<file path="src/verilog/hsdc_pkg.sv">
// Purpose: constants for the two-channel high-side driver control block
// Assumes: one 8-bit register port, 100 MHz clock
// Notes: offsets other than the data register are chosen locally
package hsdc_pkg;
  localparam logic [3:0] ADDR_DATA = 4'h0;
  localparam logic [3:0] ADDR_CTRL = 4'h1;
  localparam logic [3:0] ADDR_FLAG = 4'h2;
  localparam logic [3:0] ADDR_IEN = 4'h3;
  localparam logic [3:0] ADDR_ICLR = 4'h4;
  // control register fields
  localparam int CTRL_EN_LSB = 0;
  localparam int CTRL_OCME_BIT = 4;
  localparam int CTRL_IE_BIT = 7;
  localparam logic [7:0] DATA_RST = 8'h00;
  localparam logic [7:0] CTRL_RST = 8'h00;
  // over-current mask interval
  localparam int MASK_TIME_NS = 1000;
  localparam int CLK_PERIOD_NS = 10;
  localparam int MASK_CYCLES = MASK_TIME_NS / CLK_PERIOD_NS;
  // settling wait that software keeps after enabling, in clock cycles
  localparam int SETTLE_CYCLES = 10;
endpackage

</file>
<file path="src/verilog/hsdc_top.sv">
// Purpose: driver control, over-current shutdown and interrupt
// Assumes: source and stop inputs already synchronous; i_oc is synchronised here
// Notes: register reads answer one cycle after the read strobe
//
// Decided for this implementation: the strobed register port.
`timescale 1ns/1ps
module hsdc_top #(
  parameter int MASK_CYCLES = hsdc_pkg::MASK_CYCLES
) (
  // clock and reset
  input wire logic i_mclk,
  input wire logic i_rst,
  // register port
  input wire logic [3:0] i_addr,
  input wire logic [7:0] i_wdata,
  input wire logic i_wr,
  input wire logic i_rd,
  output logic [7:0] o_rdata,
  // system mode and routed sources
  input wire logic i_stop,
  input wire logic [1:0] i_src,
  // analog side
  input wire logic [1:0] i_oc,
  output logic [1:0] o_drv_on,
  output logic [1:0] o_ol_en,
  // interrupt
  output logic o_irq
);
  logic [1:0] data_ff;
  logic [1:0] en_ff;
  logic ocme_ff;
  logic ocie_ff;
  logic [1:0] flag_ff;
  logic [1:0] ien_ff;
  logic [1:0] oc_s1_ff;
  logic [1:0] oc_s2_ff;
  logic stop_ff;
  logic [1:0] req_q_ff;
  logic [7:0] rdata_ff;
  logic [1:0] masked;
  logic [1:0] req;
  logic [1:0] oc_hit;
  logic [1:0] clr;
  logic [31:0] mcnt_ff [2];
  logic wr_data;
  logic wr_ctrl;
  logic wr_ien;
  logic wr_clr;
  logic stop_entry;

  // write decode, one strobe per register
  assign wr_data = i_wr && (i_addr == hsdc_pkg::ADDR_DATA);
  assign wr_ctrl = i_wr && (i_addr == hsdc_pkg::ADDR_CTRL);
  assign wr_ien = i_wr && (i_addr == hsdc_pkg::ADDR_IEN);
  // the flag register itself also takes write-one clears
  assign wr_clr = i_wr && (i_addr == hsdc_pkg::ADDR_ICLR || i_addr == hsdc_pkg::ADDR_FLAG);
  // stop entry is the first cycle with the stop level high
  assign stop_entry = i_stop && !stop_ff;

  // requested state per channel: data bit or routed source
  assign req = (en_ff & i_src) | (~en_ff & data_ff);
  assign clr = wr_clr ? i_wdata[1:0] : 2'h0;

  assign o_drv_on = req & ~flag_ff;
  assign o_ol_en = en_ff & ~req;

  // over-current pins cross from the analog domain
  always_ff @(posedge i_mclk)
  begin
    if (i_rst)
    begin
      oc_s1_ff <= 2'h0;
      oc_s2_ff <= 2'h0;
    end
    else
    begin
      oc_s1_ff <= i_oc;
      oc_s2_ff <= oc_s1_ff;
    end
  end

  // previous stop level, for the entry edge
  always_ff @(posedge i_mclk)
  begin
    if (i_rst)
      stop_ff <= 1'b0;
    else
      stop_ff <= i_stop;
  end

  // previous requested state, for the switch-on edge
  always_ff @(posedge i_mclk)
  begin
    if (i_rst)
      req_q_ff <= 2'h0;
    else
      req_q_ff <= req;
  end

  // mask counters restart on each switch-on edge
  for (genvar g = 0; g < 2; g++)
  begin : g_mask
    always_ff @(posedge i_mclk)
    begin
      if (i_rst)
        mcnt_ff[g] <= 32'h0;
      else if (req[g] && !req_q_ff[g])
        mcnt_ff[g] <= 32'(MASK_CYCLES);
      else if (mcnt_ff[g] != 32'h0)
        mcnt_ff[g] <= mcnt_ff[g] - 32'h1;
    end
    assign masked[g] = ocme_ff && (mcnt_ff[g] != 32'h0 || (req[g] && !req_q_ff[g]));
  end

  assign oc_hit = oc_s2_ff & ~masked;

  // data register
  always_ff @(posedge i_mclk)
  begin
    if (i_rst)
      data_ff <= hsdc_pkg::DATA_RST[1:0];
    else if (stop_entry)
      data_ff <= 2'h0;
    else if (wr_data)
      data_ff <= i_wdata[1:0];
  end

  // enable bits of the control register
  always_ff @(posedge i_mclk)
  begin
    if (i_rst)
      en_ff <= hsdc_pkg::CTRL_RST[1:0];
    else if (wr_ctrl)
      en_ff <= i_wdata[hsdc_pkg::CTRL_EN_LSB +: 2];
  end

  // interrupt enable bit of the control register
  always_ff @(posedge i_mclk)
  begin
    if (i_rst)
      ocie_ff <= hsdc_pkg::CTRL_RST[hsdc_pkg::CTRL_IE_BIT];
    else if (wr_ctrl)
      ocie_ff <= i_wdata[hsdc_pkg::CTRL_IE_BIT];
  end

  // mask enable; changing it under a live driver would cut the blanking short
  always_ff @(posedge i_mclk)
  begin
    if (i_rst)
      ocme_ff <= hsdc_pkg::CTRL_RST[hsdc_pkg::CTRL_OCME_BIT];
    else if (wr_ctrl && en_ff[0] == 1'b0)
      ocme_ff <= i_wdata[hsdc_pkg::CTRL_OCME_BIT];
  end

  // per-flag interrupt enables
  always_ff @(posedge i_mclk)
  begin
    if (i_rst)
      ien_ff <= 2'h0;
    else if (wr_ien)
      ien_ff <= i_wdata[1:0];
  end

  // flags: set wins over clear; stop mode does not touch them
  always_ff @(posedge i_mclk)
  begin
    if (i_rst)
      flag_ff <= 2'h0;
    else
      flag_ff <= (flag_ff & ~clr) | oc_hit;
  end

  assign o_irq = ocie_ff && !i_stop && |(flag_ff & ien_ff);

  // read mux, one cycle latency
  always_ff @(posedge i_mclk)
  begin
    if (i_rst)
      rdata_ff <= 8'h00;
    else if (i_rd)
    begin
      case (i_addr)
        hsdc_pkg::ADDR_DATA: rdata_ff <= {6'h00, req};
        hsdc_pkg::ADDR_CTRL: rdata_ff <= {ocie_ff, 2'h0, ocme_ff, 2'h0, en_ff};
        hsdc_pkg::ADDR_FLAG: rdata_ff <= {6'h00, flag_ff};
        hsdc_pkg::ADDR_IEN: rdata_ff <= {6'h00, ien_ff};
        default: rdata_ff <= 8'h00;
      endcase
    end
    else
      rdata_ff <= 8'h00;
  end
  assign o_rdata = rdata_ff;
endmodule

</file>
<file path="config.mk">
export PLATFORM = sky130hd
export DESIGN_NAME = hsdc_top
export DESIGN_NICKNAME = d
export VERILOG_FILES = /design/src/verilog/hsdc_pkg.sv /design/src/verilog/hsdc_top.sv
export SDC_FILE = /design/constraint.sdc
export NUM_CORES = 1
export LEC_CHECK = 0
export ABC_CLOCK_PERIOD_IN_PS = 7600
export BUFFER_PORTS_ARGS = -buffer_cell sky130_fd_sc_hd__buf_4
export CORE_ASPECT_RATIO = 0.9
export CORE_MARGIN = 3
export CORE_UTILIZATION = 30
export CTS_BUF_LIST = sky130_fd_sc_hd__clkbuf_16
export DETAILED_ROUTE_END_ITERATION = 10
export GPL_TIMING_DRIVEN = 1
export PLACE_DENSITY = 0.47
export SYNTH_ARGS = -nofsm -noshare
export SYNTH_HDL_FRONTEND = slang
export SYNTH_SLANG_ARGS = --single-unit
</file>
<file path="constraint.sdc">
create_clock -name i_mclk -period 7.6 [get_ports i_mclk]
set_clock_uncertainty 0.2 [all_clocks]
set_input_delay 1.52 -clock i_mclk [delete_from_list [all_inputs] [get_ports i_mclk]]
set_output_delay 1.52 -clock i_mclk [all_outputs]
set_load 0.02 [all_outputs]
</file>
==> qor.yml, run 1 <==
synth-seq-cells: 85
synth_common_cells: "92 x nor2_1, 64 x edfxtp_1, 26 x xor2_1"
timing.fmax_ghz: 0.255
wirelength_um: 9750
min_period_ns: 3.93
drt_iter0_drc: 205
finalSetupViolCount: 0
netlist.area_leader.share_pct: 42.1
clock_sinks: 85
dieArea_mm2: 0.0167
critPathKind: "input pin to output port"
coreArea_mm2: 0.0148
synth_top_flop_cell: "edfxtp_1"
cts_tree: "built"
max_slew_margin_pct: 23.3
grt_pass1_wl_um: 16000
cts-resized-gates: 0
worst_ep_arrival_time_ns: 2.21
postCtsSetupBuffers: 0
io_buffer_count: 25
yosysTopAreaCell: "edfxtp_1"
initial_core_util_pct: 30.8
via_per_inst: 4.92
path_clk_slew_ns: 0.06
die_h_um: 123
cts_hold_buf: 0
hold_slack_ns: 0.244
grt.overflow.total: 0
layout.nets: 497
synth_edf_count: 64
r2r-start: "mcnt_ff[0][0]$_SDFFCE_PN0P_"
fin_crit_sh_pct: 51.7
hold_viol: 0
synth_most_common_cell: "nor2_1"
fp.dieW_um: 136
ant_nets: 0
min_to: "oc_s2_ff[1]$_SDFF_PP0_"
pin_count: 34
synth_area_mm2: 0.00456
gr-usage-all-layers_pct: 12.2
finalCoreUtilization_pct: 35.5
rsz0062_at_grt: "false"
ys_seq_area_share_pct: 51.3
outcome: "finished, final reports clean"
vias: 3332
row_count: 42
first_pass_iters: 4
hold_path.class: "register to register"
tns_ns: 0
crit_required_ns: 5.88
avgSynthCellArea_um2: 10.1
area_growth_pct: 15.2
min_from: "oc_s1_ff[1]$_SDFF_PP0_"
diodes: 0
yosys_warnings: 0
r2r-end: "mcnt_ff[0][5]$_DFFE_PP_"
drive_gt1_share_pct: 13.2
place_hpwl_um: 6570
rrSetupSlack_ns: 4.27
end_kind: "output port"
power_density_mw_per_mm2: 385
rr_worst_depth: 8
p_leak_nw: 2.04
wl_per_cell_um: 14.4
cts_htree_levels: 3
synthCells: 452
critPathMaxFanout: 5
place_congestion: 0.789
async_flop_share_pct: 0
clockRootBuffer: "clkbuf_16"
crit_path_start_kind: "input pin"
power.total_mw: 2.02
slew_violations: 0
cap_violations: 0
clock_latency_ns: 0.35
grt_pass1_vias: 3109
clk_path_buf_depth: 2
grt_start_max_net_pins: 33
drc: 0
numCtsBuffers: 9
holdPathStages: 1
tightest_slew_ns: 1.15
antenna_found_initial: 0
vdd_drop_max_mv: 0.164
ys_types: 54
ys_top_cells_by_area: "edfxtp_1 42%, dfxtp_1 9.2%, nor2_1 7.6%"
-- state kept, by name (all words and copies together) (netlist names) --
name,flops
o_rdata,4
oc_s1_ff,2
oc_s2_ff,2
req_q_ff,2
en_ff,2
stop_ff,1
ien_ff,2
ocie_ff,1
mcnt_ff,64
flag_ff,2
ocme_ff,1
data_ff,2
-- layer usage --
layer / part of all wire [%] / track usage, % / up-vias
met4: 1.7 / 5.48 / 0
met3: 4.0 / 2.77 / 12
met1: 54 / 17.8 / 1580
met5: 0 / 0 / -
li1: - / - / 1680
met2: 40 / 17.1 / 60
-- worst max-delay path by stage --
| stage | from | end | slack, ns | depth (start not counted) |
|---|---|---|---|---|
| floorplan | i_stop | o_irq | 3.83 | 1 |
| global placement | i_src[0] | o_drv_on[0] | 3.65 | 4 |
| detailed placement | i_src[0] | o_drv_on[0] | 3.66 | 4 |
| CTS | i_src[0] | o_drv_on[0] | 3.66 | 4 |
| global route | i_src[0] | o_drv_on[0] | 3.58 | 4 |
| finish | i_src[0] | o_drv_on[0] | 3.67 | 4 |
-- cells by family after synthesis --
kind of cell / Yosys count / synth area share, %
and+or+nand+nor: 237 / 28.1
DFF: 85 / 51.3
AOI/OAI and AO/OA: 42 / 5.43
xor gates and xnor gates: 41 / 7.87
buffers and inverters: 27 / 2.85
muxes: 17 / 3.76
adders and majority gates: 2 / 0.548
other: 1 / 0.0822
-- cells in the final DEF (no fill, tap or decap), types with 2 or more instances in the layout --
cell	count
and4b_1	2
nor4_2	3
dfxtp_1	21
o31ai_1	5
o21ai_0	9
conb_1	4
nand3b_1	6
and2_1	3
nor4_1	8
or4_1	12
nor4b_1	3
clkbuf_16	10
inv_6	2
ha_1	2
nand2_1	25
nand4_1	12
nand4bb_1	2
or2_2	5
inv_1	7
nor2_1	92
o41ai_1	2
or3_1	8
nand3_1	13
and3_1	4
xnor2_1	15
xor2_1	26
nor3_1	15
a21oi_1	19
nand4b_1	3
mux2i_1	16
buf_4	28
clkinv_4	2
edfxtp_1	64
nor2b_1	8
-- critical path, stage by stage --
cell	delay, ns
buf_4	0.12
mux2i_1	0.30
nor2_1	0.10
buf_4	0.17
-- area by class of cell --
type	count	area, um^2
inverters	7	26.3
flip-flops and latches	85	2340
well taps	198	248
repair buffers	28	210
clock inverters	6	76.3
multi-input cells	343	2100
clock buffers	10	250
fillers	1509	9570
-- report_power, final --
part	switching [mW]	leakage, nW	internal, mW
Clock	0.202	0.161	0.281
Sequential	0.107	0.939	0.649
Combinational	0.473	0.944	0.310
Total	0.782	2.04	1.24
-- metrics by stage --
stage          instance area [um^2]  setup WS (ns)  cells
4_1_cts                        5250           3.66    677
6_report                       5250           3.67    677
2_1_floorplan                  4570           3.83    455
3_5_place_dp                   4930           3.66    661
5_1_grt                        5250           3.58    677
3_3_place_gp                   4930           3.65    661
(Power assumes the default switching activity.)
==> run 2, diff against run 1 <==
--- a/config.mk
+++ b/config.mk
@@ -5,7 +5,7 @@
 export SDC_FILE = /design/constraint.sdc
 export NUM_CORES = 1
 export LEC_CHECK = 0
-export ABC_CLOCK_PERIOD_IN_PS = 7600
+export ABC_CLOCK_PERIOD_IN_PS = 4000
 export BUFFER_PORTS_ARGS = -buffer_cell sky130_fd_sc_hd__buf_4
 export CORE_ASPECT_RATIO = 0.9
 export CORE_MARGIN = 3
==> constraint.sdc (replaced) <==
create_clock -name i_mclk -period 4 [get_ports i_mclk]
set_clock_uncertainty 0.2 [all_clocks]
set_input_delay 0.8 -clock i_mclk [delete_from_list [all_inputs] [get_ports i_mclk]]
set_output_delay 0.8 -clock i_mclk [all_outputs]
set_load 0.02 [all_outputs]
==> qor.yml, run 2 (synthesis gave the netlist of run 1 again) <==
outcome: "finished, final reports clean"
crit_path_top_delay_cell: "or4_1"
finalSetupViolCount: 0
power.total_mw: 3.74
p_switching_mw: 1.44
final_cell_mix: "92 x nor2_1, 64 x edfxtp_1, 32 x buf_4, 26 x xor2_1, 25 x nand2_1"
crit_required_ns: 3.89
crit_path_start_kind: "register"
grt.overflow.total: 0
numCtsBuffers: 9
largest_register_ffs: 64
cp.depth: 5
initial_core_util_pct: 30.8
end_kind: "register"
postPlaceCellArea_mm2: 0.00496
wirelength_um: 9530
layout.nets: 501
final_common_cell: "nor2_1"
instances_no_fill: 681
dieArea_mm2: 0.0167
drt-met1-wl_um: 5300
final_area_mm2: 0.00524
gr-usage-all-layers_pct: 12.1
intPower_mw: 2.30
max_slew_margin_pct: 46.5
p_comb_share_pct: 40.3
cp_num_buf_inv: 1
pin_count: 34
min_period_ns: 3.16
sequentialPowerShare_pct: 38.4
grt_start_max_net_pins: 33
p_clk_share_pct: 21.4
slew_violations: 0
die_h_um: 123
cts_htree_levels: 3
drc: 0
cts_hold_buf: 0
switching_share_pct: 38.6
place_hpwl_um: 6660
power_density_mw_per_mm2: 713
fp.dieW_um: 136
diodes: 0
drive_gt1_share_pct: 13.5
vdd_drop_max_mv: 0.379
highest_layer: "met4"
ant_nets: 0
met2_length_um: 3700
clock_sinks: 85
tns_ns: 0
cap_violations: 0
io_buffer_count: 25
dp_cells: 665
place_congestion: 0.805
critPathMaxFanout: 18
crit_path_cell_trace: "or4_1, nor4_4, and4_1, nand2_1, buf_4"
worst_ep_arrival_time_ns: 3.04
dp_slack_ns: 0.770
holdPathStages: 1
cts-resized-gates: 0
clockRootBuffer: "clkbuf_16"
vias: 3280
cts_tree: "built"
first_pass_iters: 6
rsz0062_at_grt: "false"
grt_pass1_wl_um: 16000
postCtsSetupBuffers: 0
row_count: 42
cp_top_family: "simple AND/OR/NAND/NOR gates"
grt_pass1_vias: 3145
finalCoreUtilization_pct: 35.4
rr_worst_depth: 5
via_per_inst: 4.82
cp_slowest_stage_delay_ns: 0.72
hold_slack_ns: 0.244
critPathKind: "register to register"
area_growth_pct: 14.9
coreArea_mm2: 0.0148
antenna_found_initial: 0
clock_latency_ns: 0.34
tightest_slew_ns: 0.802
dr_wl_met3_um: 388
drt_iter0_drc: 157
timing.fmax_ghz: 0.317
p_leak_nw: 2.04
hold_viol: 0
regMostFlops: "mcnt_ff"
wl_per_cell_um: 14.0
path_clk_slew_ns: 0.06
clk_path_buf_depth: 2
fin_crit_sh_pct: 78.9
hold_path.class: "register to register"
worst_slack_ns: 0.843
-- run 2: cell types whose count changed in the layout (fill, tap and decap cells not counted) --
cell and change:
clkinvlp_4 +1, buf_4 +4, inv_8 -1, bufinv_16 -1, inv_1 +1, clkinv_4 -2
inv_4 +1, inv_6 -1, clkinv_2 +1, clkinv_1 +1
-- run 2: path summary, 6_finish.rpt --
| check | to | start | slack, ns |
|---|---|---|---|
| setup reg to reg | mcnt_ff[1][3]$_SDFFCE_PN0P_ | mcnt_ff[1][14]$_SDFFCE_PN0P_ | 0.84 |
| setup / recovery | mcnt_ff[1][3]$_SDFFCE_PN0P_ | mcnt_ff[1][14]$_SDFFCE_PN0P_ | 0.84 |
| hold / removal | oc_s2_ff[0]$_SDFF_PP0_ | oc_s1_ff[0]$_SDFF_PP0_ | 0.24 |
| hold reg to reg | oc_s2_ff[0]$_SDFF_PP0_ | oc_s1_ff[0]$_SDFF_PP0_ | 0.24 |
-- run 2: cell type report --
class	count	area, um^2
Sequential cell	85	2340
Clock inverter	6	35.0
Timing Repair Buffer	32	240
Inverter	7	26.3
Fill cell	1526	9580
Clock buffer	10	250
Multi-Input combinational cell	343	2100
Tap cell	198	248
-- run 2: per-layer routing --
layer | track usage, % | vias up
met5 | 0 | -
met4 | 4.09 | 0
met3 | 3.91 | 13
met2 | 16.2 | 60
met1 | 18.2 | 1520
li1 | - | 1687
-- run 2: worst reg2reg max path, stage by stage (launching register included) --
cell and delay, ns:
edfxtp_1 0.44, or4_1 0.72, nor4_4 0.46, and4_1 0.24, nand2_1 0.45, buf_4 0.39
-- run 2: power groups by stage --
stage | logic (mW) | registers, mW | clock network (mW)
after detailed placement | 1.51 | 1.45 | 0
after CTS | 1.52 | 1.43 | 0.832
final | 1.51 | 1.43 | 0.799
after global placement | 1.50 | 1.44 | 0
after global routing | 1.68 | 1.47 | 0.871
after floorplan | 1.21 | 1.39 | 0
